`src/logic/ssc_cfg.svh`:
```
/*
 * Constants for the serial port timing configuration block: register
 * offsets, field positions, reset values and timing figures.
 * Assumes it is included by bare name; definitions only.
 */
`ifndef SSC_CFG_SVH
`define SSC_CFG_SVH

// ****************************************************************
// Register map (byte addresses)
// ****************************************************************
`define SSC_STATUS_OFF 12'h094
`define SSC_CTRL_OFF 12'h098
`define SSC_STATUS_RST 8'h00
`define SSC_CTRL_RST 8'h00

// ****************************************************************
// Status register fields
// ****************************************************************
`define SSC_PHASE_BIT 7
`define SSC_CKE_BIT 6
`define SSC_RO_MSB 5

// ****************************************************************
// Control register fields (mode, master, idle polarity)
// ****************************************************************
`define SSC_MODE_BIT 0
`define SSC_MST_BIT 1
`define SSC_POL_BIT 2

// ****************************************************************
// Timing: half a serial bit period, in ns, and its cycle count
// ****************************************************************
`define SSC_CLK_PERIOD_NS 4
`define SSC_HALF_BIT_NS 40
`define SSC_HALF_BIT_CYC \
   ((`SSC_HALF_BIT_NS + `SSC_CLK_PERIOD_NS - 1) / `SSC_CLK_PERIOD_NS)

`endif

```
`src/logic/ssc_pkg.sv`:
```
/*
 * Types shared by the serial port timing configuration block.
 * Assumes the constants header is present alongside.
 */
package ssc_pkg;

   typedef enum logic [0:0] {
      SSC_MODE_SPI = 1'b0,
      SSC_MODE_I2C = 1'b1
   } ssc_mode_t;

   typedef enum logic [1:0] {
      SSC_AX_IDLE = 2'b00,
      SSC_AX_WRESP = 2'b01,
      SSC_AX_RDATA = 2'b10
   } ssc_axst_t;

endpackage : ssc_pkg

```
`src/logic/ssc_regs.sv`:
```
/*
 * Small register store for the serial port configuration: two 8-bit
 * words with write enable, read data from a register.
 * Assumes one clock and an asynchronous active-low reset.
 */
`timescale 1ns/1ps
`include "ssc_cfg.svh"

module ssc_regs (
   input wire logic clock,
   input wire logic rst_n,
   input wire logic wr_en,
   input wire logic wr_sel,
   input wire logic [7:0] wr_data,
   input wire logic rd_sel,
   output logic [7:0] rd_data,
   output logic [7:0] word0,
   output logic [7:0] word1
);

   // Word 0 keeps only its two writable bits; the rest read as zero.
   always_ff @(posedge clock or negedge rst_n) begin
      if (!rst_n) begin
         word0 <= `SSC_STATUS_RST;
         word1 <= `SSC_CTRL_RST;
      end else if (wr_en) begin
         if (wr_sel) begin
            word1 <= {5'h00, wr_data[2:0]};
         end else begin
            word0 <= {wr_data[7:6], 6'h00};
         end
      end
   end

   always_ff @(posedge clock or negedge rst_n) begin
      if (!rst_n) begin
         rd_data <= 8'h00;
      end else begin
         rd_data <= rd_sel ? word1 : word0;
      end
   end

endmodule : ssc_regs

```
`src/logic/ssc_top.sv`:
```
/*
 * Serial port timing configuration: status/configuration register over
 * AXI4-Lite, sample-point and transmit-edge selection for SPI, and the
 * slew-rate control output for I2C.
 * Assumes one 250 MHz clock and a serial clock input from a pin.
 */
// The AXI4-Lite interface to the registers is this design's own decision.
// Operation
// The port works in exactly one mode at a time, SPI or I2C.
// Status at 94h: bits 7:6 read-write, bits 5:0 read-only, reset zero.
// SPI master with the sample bit clear samples mid output time.
// SPI master with the sample bit set samples at end of output time.
// Software keeps the sample bit clear for SPI slave operation.
// In I2C mode the sample bit set turns slew control off, clear on.
// The edge bit picks the SPI transmit edge; idle polarity reverses it.
`timescale 1ns/1ps
`include "ssc_cfg.svh"

module ssc_top #(
   parameter int unsigned HALF_BIT_CYC = `SSC_HALF_BIT_CYC
) (
   input wire logic clock,
   input wire logic rst_n,
   input wire logic [11:0] s_axi_awaddr,
   input wire logic s_axi_awvalid,
   output logic s_axi_awready,
   input wire logic [31:0] s_axi_wdata,
   input wire logic [3:0] s_axi_wstrb,
   input wire logic s_axi_wvalid,
   output logic s_axi_wready,
   output logic [1:0] s_axi_bresp,
   output logic s_axi_bvalid,
   input wire logic s_axi_bready,
   input wire logic [11:0] s_axi_araddr,
   input wire logic s_axi_arvalid,
   output logic s_axi_arready,
   output logic [31:0] s_axi_rdata,
   output logic [1:0] s_axi_rresp,
   output logic s_axi_rvalid,
   input wire logic s_axi_rready,
   input wire logic serial_clk_in,
   input wire logic serial_data_in,
   output logic tx_edge_strobe,
   output logic rx_sample_strobe,
   output logic rx_data_bit,
   output logic slew_ctrl_en,
   output logic i2c_mode
);

   // ****************************************************************
   // Bus slave
   // ****************************************************************
   logic aw_hold_r;
   logic w_hold_r;
   logic [11:0] awaddr_r;
   logic [7:0] wdata_r;
   logic wstrb0_r;
   logic wr_go;
   logic wr_hit;
   logic rd_hit_r;
   logic rd_sel_r;
   logic [7:0] rd_data;
   logic [7:0] stat_w;
   logic [7:0] ctrl_w;
   ssc_pkg::ssc_axst_t st_r;

   assign wr_go = aw_hold_r && w_hold_r && st_r == ssc_pkg::SSC_AX_IDLE;
   assign wr_hit = awaddr_r == `SSC_STATUS_OFF
                   || awaddr_r == `SSC_CTRL_OFF;

   // Address and data are taken in either order and held until both.
   always_ff @(posedge clock or negedge rst_n) begin
      if (!rst_n) begin
         aw_hold_r <= 1'b0;
         w_hold_r <= 1'b0;
         awaddr_r <= 12'h000;
         wdata_r <= 8'h00;
         wstrb0_r <= 1'b0;
      end else begin
         if (s_axi_awvalid && s_axi_awready) begin
            aw_hold_r <= 1'b1;
            awaddr_r <= s_axi_awaddr;
         end else if (wr_go) begin
            aw_hold_r <= 1'b0;
         end
         if (s_axi_wvalid && s_axi_wready) begin
            w_hold_r <= 1'b1;
            wdata_r <= s_axi_wdata[7:0];
            wstrb0_r <= s_axi_wstrb[0];
         end else if (wr_go) begin
            w_hold_r <= 1'b0;
         end
      end
   end

   always_ff @(posedge clock or negedge rst_n) begin
      if (!rst_n) begin
         s_axi_awready <= 1'b1;
         s_axi_wready <= 1'b1;
      end else begin
         if (s_axi_awvalid && s_axi_awready) begin
            s_axi_awready <= 1'b0;
         end else if (st_r == ssc_pkg::SSC_AX_WRESP && s_axi_bready) begin
            s_axi_awready <= 1'b1;
         end
         if (s_axi_wvalid && s_axi_wready) begin
            s_axi_wready <= 1'b0;
         end else if (st_r == ssc_pkg::SSC_AX_WRESP && s_axi_bready) begin
            s_axi_wready <= 1'b1;
         end
      end
   end

   // Write response and read channel share one small sequencer.
   always_ff @(posedge clock or negedge rst_n) begin
      if (!rst_n) begin
         st_r <= ssc_pkg::SSC_AX_IDLE;
         s_axi_bvalid <= 1'b0;
         s_axi_bresp <= 2'b00;
         s_axi_arready <= 1'b0;
         s_axi_rvalid <= 1'b0;
         s_axi_rresp <= 2'b00;
         s_axi_rdata <= 32'h00000000;
         rd_hit_r <= 1'b0;
         rd_sel_r <= 1'b0;
      end else begin
         s_axi_arready <= 1'b0;
         case (st_r)
            ssc_pkg::SSC_AX_IDLE: begin
               if (wr_go) begin
                  s_axi_bvalid <= 1'b1;
                  s_axi_bresp <= wr_hit ? 2'b00 : 2'b10;
                  st_r <= ssc_pkg::SSC_AX_WRESP;
               end else if (s_axi_arvalid && !s_axi_arready) begin
                  s_axi_arready <= 1'b1;
                  rd_hit_r <= s_axi_araddr == `SSC_STATUS_OFF
                              || s_axi_araddr == `SSC_CTRL_OFF;
                  rd_sel_r <= s_axi_araddr == `SSC_CTRL_OFF;
                  st_r <= ssc_pkg::SSC_AX_RDATA;
               end
            end
            ssc_pkg::SSC_AX_WRESP: begin
               if (s_axi_bready) begin
                  s_axi_bvalid <= 1'b0;
                  st_r <= ssc_pkg::SSC_AX_IDLE;
               end
            end
            ssc_pkg::SSC_AX_RDATA: begin
               if (!s_axi_rvalid && !s_axi_arready) begin
                  s_axi_rvalid <= 1'b1;
                  s_axi_rresp <= rd_hit_r ? 2'b00 : 2'b10;
                  s_axi_rdata <= rd_hit_r ? {24'h000000, rd_data}
                                          : 32'h00000000;
               end else if (s_axi_rvalid && s_axi_rready) begin
                  s_axi_rvalid <= 1'b0;
                  st_r <= ssc_pkg::SSC_AX_IDLE;
               end
            end
            default: begin
               st_r <= ssc_pkg::SSC_AX_IDLE;
            end
         endcase
      end
   end

   // ****************************************************************
   // Register store
   // ****************************************************************
   ssc_regs u_regs (
      .clock(clock),
      .rst_n(rst_n),
      .wr_en(wr_go && wr_hit && wstrb0_r),
      .wr_sel(awaddr_r == `SSC_CTRL_OFF),
      .wr_data(wdata_r),
      .rd_sel(rd_sel_r),
      .rd_data(rd_data),
      .word0(stat_w),
      .word1(ctrl_w)
   );

   // ****************************************************************
   // Mode and serial timing
   // ****************************************************************
   logic phase;
   logic cke;
   logic pol;
   logic master;
   ssc_pkg::ssc_mode_t mode;

   assign phase = stat_w[`SSC_PHASE_BIT];
   assign cke = stat_w[`SSC_CKE_BIT];
   assign pol = ctrl_w[`SSC_POL_BIT];
   assign master = ctrl_w[`SSC_MST_BIT];
   // One mode bit, so the two modes can never both be active.
   assign mode = ssc_pkg::ssc_mode_t'(ctrl_w[`SSC_MODE_BIT]);

   // The serial clock comes from a pin and is synchronised first.
   logic sck_m_r;
   logic sck_s_r;
   logic sck_d_r;
   logic sd_m_r;
   logic sd_s_r;
   always_ff @(posedge clock or negedge rst_n) begin
      if (!rst_n) begin
         sck_m_r <= 1'b0;
         sck_s_r <= 1'b0;
         sck_d_r <= 1'b0;
         sd_m_r <= 1'b0;
         sd_s_r <= 1'b0;
      end else begin
         sck_m_r <= serial_clk_in;
         sck_s_r <= sck_m_r;
         sck_d_r <= sck_s_r;
         sd_m_r <= serial_data_in;
         sd_s_r <= sd_m_r;
      end
   end

   logic rise;
   logic fall;
   logic tx_edge;
   assign rise = sck_s_r && !sck_d_r;
   assign fall = !sck_s_r && sck_d_r;
   // Edge select and idle polarity together pick the launch edge.
   assign tx_edge = (cke ^ pol) ? rise : fall;

   // Half-bit counter from the launch edge places the sample point.
   logic [15:0] cnt_r;
   logic armed_r;
   logic sample_now;
   assign sample_now = armed_r
                       && cnt_r == 16'(HALF_BIT_CYC - 1);

   always_ff @(posedge clock or negedge rst_n) begin
      if (!rst_n) begin
         cnt_r <= 16'h0000;
         armed_r <= 1'b0;
      end else if (tx_edge) begin
         cnt_r <= 16'h0000;
         armed_r <= 1'b1;
      end else if (sample_now) begin
         armed_r <= 1'b0;
      end else if (armed_r) begin
         cnt_r <= cnt_r + 16'h0001;
      end
   end

   logic spi_m;
   logic phase_eff;
   logic do_sample;
   assign spi_m = mode == ssc_pkg::SSC_MODE_SPI && master;
   // A slave ignores the sample bit; software keeps it clear there.
   assign phase_eff = spi_m && phase;
   // Sampling at the end of output time uses the next launch edge.
   assign do_sample = mode == ssc_pkg::SSC_MODE_SPI
                      && (phase_eff ? tx_edge : sample_now);

   always_ff @(posedge clock or negedge rst_n) begin
      if (!rst_n) begin
         tx_edge_strobe <= 1'b0;
         rx_sample_strobe <= 1'b0;
         rx_data_bit <= 1'b0;
         slew_ctrl_en <= 1'b0;
         i2c_mode <= 1'b0;
      end else begin
         tx_edge_strobe <= mode == ssc_pkg::SSC_MODE_SPI && tx_edge;
         rx_sample_strobe <= do_sample;
         if (do_sample) begin
            rx_data_bit <= sd_s_r;
         end
         slew_ctrl_en <= mode == ssc_pkg::SSC_MODE_I2C && !phase;
         i2c_mode <= mode == ssc_pkg::SSC_MODE_I2C;
      end
   end

endmodule : ssc_top

```
`config.mk`:
```
export PLATFORM = sky130hd
export DESIGN_NAME = ssc_top
export DESIGN_NICKNAME = d
export VERILOG_FILES = /design/src/logic/ssc_pkg.sv /design/src/logic/ssc_regs.sv /design/src/logic/ssc_top.sv
export VERILOG_INCLUDE_DIRS = /design/src /design/src/logic
export SDC_FILE = /design/constraint.sdc
export NUM_CORES = 1
export LEC_CHECK = 0
export ABC_CLOCK_PERIOD_IN_PS = 2900
export BUFFER_PORTS_ARGS = -buffer_cell sky130_fd_sc_hd__buf_4
export CAP_MARGIN = 20
export CORE_MARGIN = 4
export CORE_UTILIZATION = 53
export CTS_BUF_LIST = sky130_fd_sc_hd__clkbuf_2 sky130_fd_sc_hd__clkbuf_4 sky130_fd_sc_hd__clkbuf_8
export DETAILED_ROUTE_END_ITERATION = 6
export PLACE_DENSITY = 0.8
export SYNTH_ARGS = -nofsm -noshare
export SYNTH_HDL_FRONTEND = slang
export SYNTH_HIERARCHICAL = 1
export SYNTH_SLANG_ARGS = --single-unit
```
`constraint.sdc`:
```
create_clock -name clock -period 2.9 [get_ports clock]
set_input_delay 0.145 -clock clock [delete_from_list [all_inputs] [get_ports clock]]
set_output_delay 0.145 -clock clock [all_outputs]
set_load 0.005 [all_outputs]
```
==> impl_metrics.py, run 1 <==
metrics = {
    "detailed_routing": {
        "m1WireLength_mm": 2.61,
        "drtIter0Drc": 124,
        "postRouteAntennaNets": 0,
        "firstDrtPassIters": 5,
        "wl_per_cell_microns": 14.1,
        "route.met2.wl_mm": 3.15,
        "routed.top_layer": "met4",
        "drc": 0,
        "wl_mm": 6.22,
        "routed-wl-met3_microns": 390,
        "drt-vias-per-instance": 5.01,
        "via_count": 2208,
    },
    "worst_setup_path": {
        "critPathRequiredTime_ns": 3.13,
        "reg2reg_slack_ns": 0.74,
        "r2r-start": "cnt_r[1]$_DFFE_PN0P_",
        "slowest_stage": "or4b_4",
        "path_cells": "inv_1, ha_1, or4b_4, nor4_1, and4b_1, a31o_4, mux2_4",
        "crit_type": "reg -> reg",
        "cp_slowest_stage_delay_ns": 0.49,
        "cp.arrival_ns": 2.40,
        "cp-start-kind": "flip-flop",
        "worstPathMaxFanout": 4,
        "startpoint": "cnt_r[1]$_DFFE_PN0P_",
        "endpoint_kind": "flip-flop",
    },
    "synthesis": {
        "synth_area_sq_um": 3380,
        "syn_avg_cell_area_sq_um": 11.6,
        "netlist_instances": 292,
        "ys.warnings.count": 6,
    },
    "timing": {
        "maxSlewViolCount": 0,
        "clock.fmax_ghz": 0.462,
        "setup_viol": 0,
        "grt_setup_unrepaired": "no",
        "fin_crit_sh_pct": 74.7,
        "min_period_ns": 2.16,
        "finalHoldViolations": 0,
        "max_slew_margin_pct": 38.5,
        "worst_pin_slew_ns": 0.922,
        "skew_ns": 0.00912,
        "fin_setup_tns_ns": 0,
    },
    "global_routing": {
        "grtUsageTotal_pct": 17.5,
        "grt-ovfl-total": 0,
        "antenna_found_initial": 0,
        "grt_pass1_vias": 2211,
        "grt_pass1_wl_mm": 10.2,
        "grt_max_degree": 77,
    },
    "clocking": {
        "cts_post_setup_buffers_inserted": 0,
        "clkSlewWorstSetupHoldPaths_ns": 0.08,
        "cts_tree": "built",
        "h-tree-depth": 3,
        "clk_latency_ns": 0.35,
        "cts-root-buf": "clkbuf_8",
        "cts_buffers": 9,
        "clockBufferDepth": 2,
        "numClockSinks": 76,
    },
    "power": {
        "ir_drop_uv": 561,
        "p_leak_nw": 1.97,
        "power.density_nw_per_um2": 755,
    },
    "final_layout": {
        "stdcell_count": 441,
        "nets": 432,
        "area_delta_synth_final_pct": 21.0,
        "final-seq-area_sq_um": 1900,
        "multi_input_area_sq_um": 1310,
        "nFillCells": 460,
        "final_common_cell": "dfrtp_1",
        "final_cell_mix": "dfrtp_1 (74), buf_4 (59), nand2_1 (37), conb_1 (29), mux2_2 (20)",
        "layout-drive-gt1-share_pct": 29.0,
        "num_antenna_cells": 0,
    },
    "floorplan": {
        "coreArea_sq_um": 6060,
        "num_rows": 28,
        "die_w_microns": 87.8,
        "initial_core_util_pct": 55.7,
        "die_y_microns": 87.8,
        "io_pins": 115,
        "dieArea_sq_um": 7710,
    },
    "outcome": {
        "outcome": "complete, no violations",
    },
    "placed_design": {
        "portBuffers": 58,
        "dp.cells": 418,
        "place_hpwl_mm": 4.30,
        "gp_congestion": 0.799,
    },
    "worst_hold_path": {
        "min_from": "s_axi_awaddr[5]",
        "hold_class": "in -> reg",
    },
    "job": {
        "cap_violations": 0,
    },
}
## per-layer routing
metal  up-vias  global-route usage, %
li1       1071                      -
met1      1071                   21.6
met2        59                   28.2
met3         7                   6.77
met4         0                   6.00
met5         -                      0
## state kept, by name (all words and copies together), names as in the netlist, 2 cells and up
name	cells
awaddr_r	12
cnt_r	16
s_axi_rdata	8
st_r	2
u_regs/rd_data	5
u_regs/word0	2
u_regs/word1	3
wdata_r	5
## metrics by stage
stage	worst slack, ns	hold WS (ns)	area, sq um	power, mW	util [%]
final	0.735	0.0248	4090	3.09	67.4
after floorplan	0.899	-0.151	3480	1.91	-
after detailed placement	0.764	0.256	3770	2.12	62.2
after global routing	0.673	0.00419	4090	3.28	67.4
after global placement	0.746	0.255	3770	2.08	62.2
after CTS	0.734	0.0167	4090	3.11	67.4
## critical path, delay by kind of cell, from the launching register on
kind,cells,cell delay [ns]
and+or+nand+nor,3,1.02
DFF,1,0.42
muxes,1,0.29
adders and majority gates,1,0.12
AOI/OAI and AO/OA,1,0.11
buffers and inverters,1,0.08
## final timing paths
kind,end,depth (start not counted)
max,rx_data_bit$_DFFE_PN0P_,7
min in group asynchronous,cnt_r[14]$_DFFE_PN0P_,2
min reg2reg,sck_s_r$_DFF_PN0_,0
max in group asynchronous,st_r[1]$_DFFE_PN0P_,2
max reg2reg,rx_data_bit$_DFFE_PN0P_,7
min,awaddr_r[5]$_DFFE_PN0P_,2
## power breakdown
group	switching (mW)	internal (mW)	total, mW
combinational	0.291	0.356	0.647
clock	0.403	0.577	0.980
sequential	0.171	1.29	1.46
total	0.865	2.22	3.09
## cell type report
type | instances | share of cell area, %
timing repair buffer | 66 | 12.5
sequential | 76 | 46.6
multi-input combinational | 202 | 31.9
inverter | 6 | 0.551
tap | 75 | 2.30
clock inverter | 7 | 3.06
clock buffer | 9 | 3.03
## what timing repair did
| action | CTS | global route |
|---|---|---|
| hold buffers | 7 | 0 |
| gates resized for setup | 0 | 0 |
| endpoints found under the hold margin | 80 | 0 |
No activity file was read; power rests on OpenSTA's default activity.
==> run 2: changes to the inputs <==
Settings changed: ABC_CLOCK_PERIOD_IN_PS 2900 to 1900, CORE_UTILIZATION 53 to 48, PLACE_DENSITY 0.8 to 0.76.
Clock period 2.9 ns to 1.9 ns, I/O delays scaled along.
==> run 2 against run 1 <==
  * The flow now finishes with violations (negative setup slack)
  * Routed wire length is 16% higher
  * Critical path depth did not move
  * First-iteration DRC count up 44%
  * Hold slack better by 0.062 ns
  * Combinational power increased by 100%
  * Total power increased by 59%
  * Global-route usage shrank 0.81 points
  * Die area up 9.4%
  * Via count grew 12%
  * Largest cell class unchanged
==> impl_metrics.py, run 2 (same netlist as run 1, synthesis figures left out) <==
metrics = {
    "outcome": {
        "outcome": "finished with violations",
        "violations": "negative setup slack",
    },
    "global_routing": {
        "grt-ovfl-total": 0,
        "grt_max_degree": 49,
        "antenna_found_initial": 0,
        "grt_pass1_wl_mm": 11.3,
        "grtUsageTotal_pct": 16.7,
        "grt_pass1_vias": 2510,
    },
    "worst_hold_path": {
        "hold_class": "in -> reg",
        "min_path_cells": 3,
    },
    "placed_design": {
        "gp_congestion": 0.823,
        "place_hpwl_mm": 4.60,
        "dp.cells": 459,
        "portBuffers": 58,
    },
    "floorplan": {
        "die_w_microns": 91.9,
        "coreArea_sq_um": 6830,
        "initial_core_util_pct": 49.5,
        "die_y_microns": 91.9,
        "io_pins": 115,
        "dieArea_sq_um": 8440,
        "num_rows": 30,
    },
    "clocking": {
        "h-tree-depth": 3,
        "cts-root-buf": "clkbuf_8",
        "cts_tree": "built",
        "clkSlewWorstSetupHoldPaths_ns": 0.08,
        "numClockSinks": 76,
        "clockBufferDepth": 2,
        "cts_buffers": 9,
        "clk_latency_ns": 0.34,
    },
    "timing": {
        "fin_crit_sh_pct": 107,
        "maxSlewViolCount": 0,
        "min_period_ns": 2.04,
        "skew_ns": 0.0118,
        "grt_setup_unrepaired": "yes",
        "setup_viol": 9,
        "clock.fmax_ghz": 0.491,
        "finalHoldViolations": 0,
        "max_slew_margin_pct": 58.4,
        "layout_setup_ws_ns": -0.135,
        "fin_setup_tns_ns": -0.658,
        "worst_pin_slew_ns": 0.624,
    },
    "final_layout": {
        "largest_reg_flops": 16,
        "nets": 477,
        "max_flop_register": "cnt_r",
        "final_cell_mix": "buf_4 (83), dfrtp_1 (74), nand2_1 (36), conb_1 (29), dlygate4sd3_1 (26)",
        "fin_util_pct": 67.4,
        "nFillCells": 496,
        "stdcell_count": 507,
        "num_antenna_cells": 0,
        "top_regs": "cnt_r x16, awaddr_r x12, s_axi_rdata x8",
        "layout-drive-gt1-share_pct": 36.0,
        "final_common_cell": "buf_4",
        "area_delta_synth_final_pct": 36.4,
    },
    "detailed_routing": {
        "drtIter0Drc": 179,
        "postRouteAntennaNets": 0,
        "firstDrtPassIters": 4,
        "drt-vias-per-instance": 4.88,
        "drc": 0,
        "wl_mm": 7.20,
        "via_count": 2474,
        "wl_per_cell_microns": 14.2,
    },
    "worst_setup_path": {
        "endpoint_kind": "flip-flop",
        "path_delay_family": "simple AND/OR/NAND/NOR gates",
        "worst-path-buf-inv": 1,
        "slowest_stage": "or4b_4",
        "reg2reg_slack_ns": -0.14,
        "reg2regPathDepth": 7,
        "path_cells": "inv_1, ha_1, or4b_4, nor4_4, and4b_1, a31o_4, mux2_4",
        "crit_type": "reg -> reg",
        "cp_num_cells": 7,
        "cp.arrival_ns": 2.26,
        "cp-start-kind": "flip-flop",
        "worstPathMaxFanout": 3,
        "cp_slowest_stage_delay_ns": 0.50,
        "critPathRequiredTime_ns": 2.12,
    },
    "power": {
        "power.density_nw_per_um2": 1070,
        "ir_drop_uv": 720,
        "p_leak_nw": 2.22,
    },
    "job": {
        "cap_violations": 0,
    },
}
[run 2: cell types whose count changed in the layout (fill, tap and decap cells not counted), sizes merged]
cell         previous run  this run
clkbuf                  9        10
buf                    59        85
dlygate4sd3             7        26
bufinv                  3         2
inv                     6         8
clkinv                  4         2
[run 2: path summary, 6_finish.rpt]
check	from	endpoint
worst max register to register	cnt_r[1]$_DFFE_PN0P_	rx_data_bit$_DFFE_PN0P_
worst max-delay path	cnt_r[1]$_DFFE_PN0P_	rx_data_bit$_DFFE_PN0P_
worst min register to register	sd_m_r$_DFF_PN0_	sd_s_r$_DFF_PN0_
worst min-delay path	s_axi_araddr[2]	rd_sel_r$_DFFE_PN0P_
min in group asynchronous	rst_n	cnt_r[1]$_DFFE_PN0P_
max in group asynchronous	rst_n	u_regs/word0[7]$_DFFE_PN0P_
[run 2: cell type report]
| cell class | count | area (sq um) | share of cell area (%) |
|---|---|---|---|
| clock inverters | 6 | 95.1 | 2.06 |
| flip-flops and latches | 76 | 1900 | 41.3 |
| well taps | 96 | 120 | 2.61 |
| clock buffers | 10 | 131 | 2.85 |
| multi-input cells | 202 | 1420 | 30.8 |
| repair buffers | 111 | 915 | 19.9 |
| inverters | 6 | 22.5 | 0.489 |
[run 2: worst register-to-register path: cells and delay by family (launching register included)]
kind | cells | cell delay [ns]
and+or+nand+nor | 3 | 0.95
DFF | 1 | 0.39
muxes | 1 | 0.29
adders and majority gates | 1 | 0.12
AOI/OAI and AO/OA | 1 | 0.11
buffers and inverters | 1 | 0.06
[run 2: through the flow]
step | total power [mW] | setup slack, ns | area (sq um) | hold WS [ns]
floorplan | 2.92 | -0.0544 | 3480 | -0.201
global placement | 3.26 | -0.0719 | 3960 | 0.148
detailed placement | 3.34 | -0.177 | 3960 | 0.154
CTS | 4.86 | -0.156 | 4520 | 0.0715
global route | 5.18 | -0.198 | 4610 | 0.101
finish | 4.92 | -0.135 | 4610 | 0.0864
[run 2: where the power goes]
| group | internal (mW) | leakage [nW] | switching [mW] |
|---|---|---|---|
| clock network | 0.768 | 0.115 | 0.601 |
| registers | 1.97 | 0.982 | 0.270 |
| logic | 0.716 | 1.12 | 0.590 |
| total | 3.45 | 2.22 | 1.46 |
[run 2: per-layer routing]
layer | part of all wire, % | track usage [%] | routed length [microns]
met1 | 40 | 20.2 | 2900
met4 | 2.3 | 7.92 | 165
met2 | 53 | 29.0 | 3790
met3 | 4.9 | 2.54 | 351
met5 | 0 | 0 | 0
[run 2: repair_timing]
item,in CTS,in global routing
endpoints found under the setup margin,13,13
hold endpoints to repair,70,0
resized for setup,12,12
pin swaps,6,12
buffers inserted,3,3
hold buffers,26,0
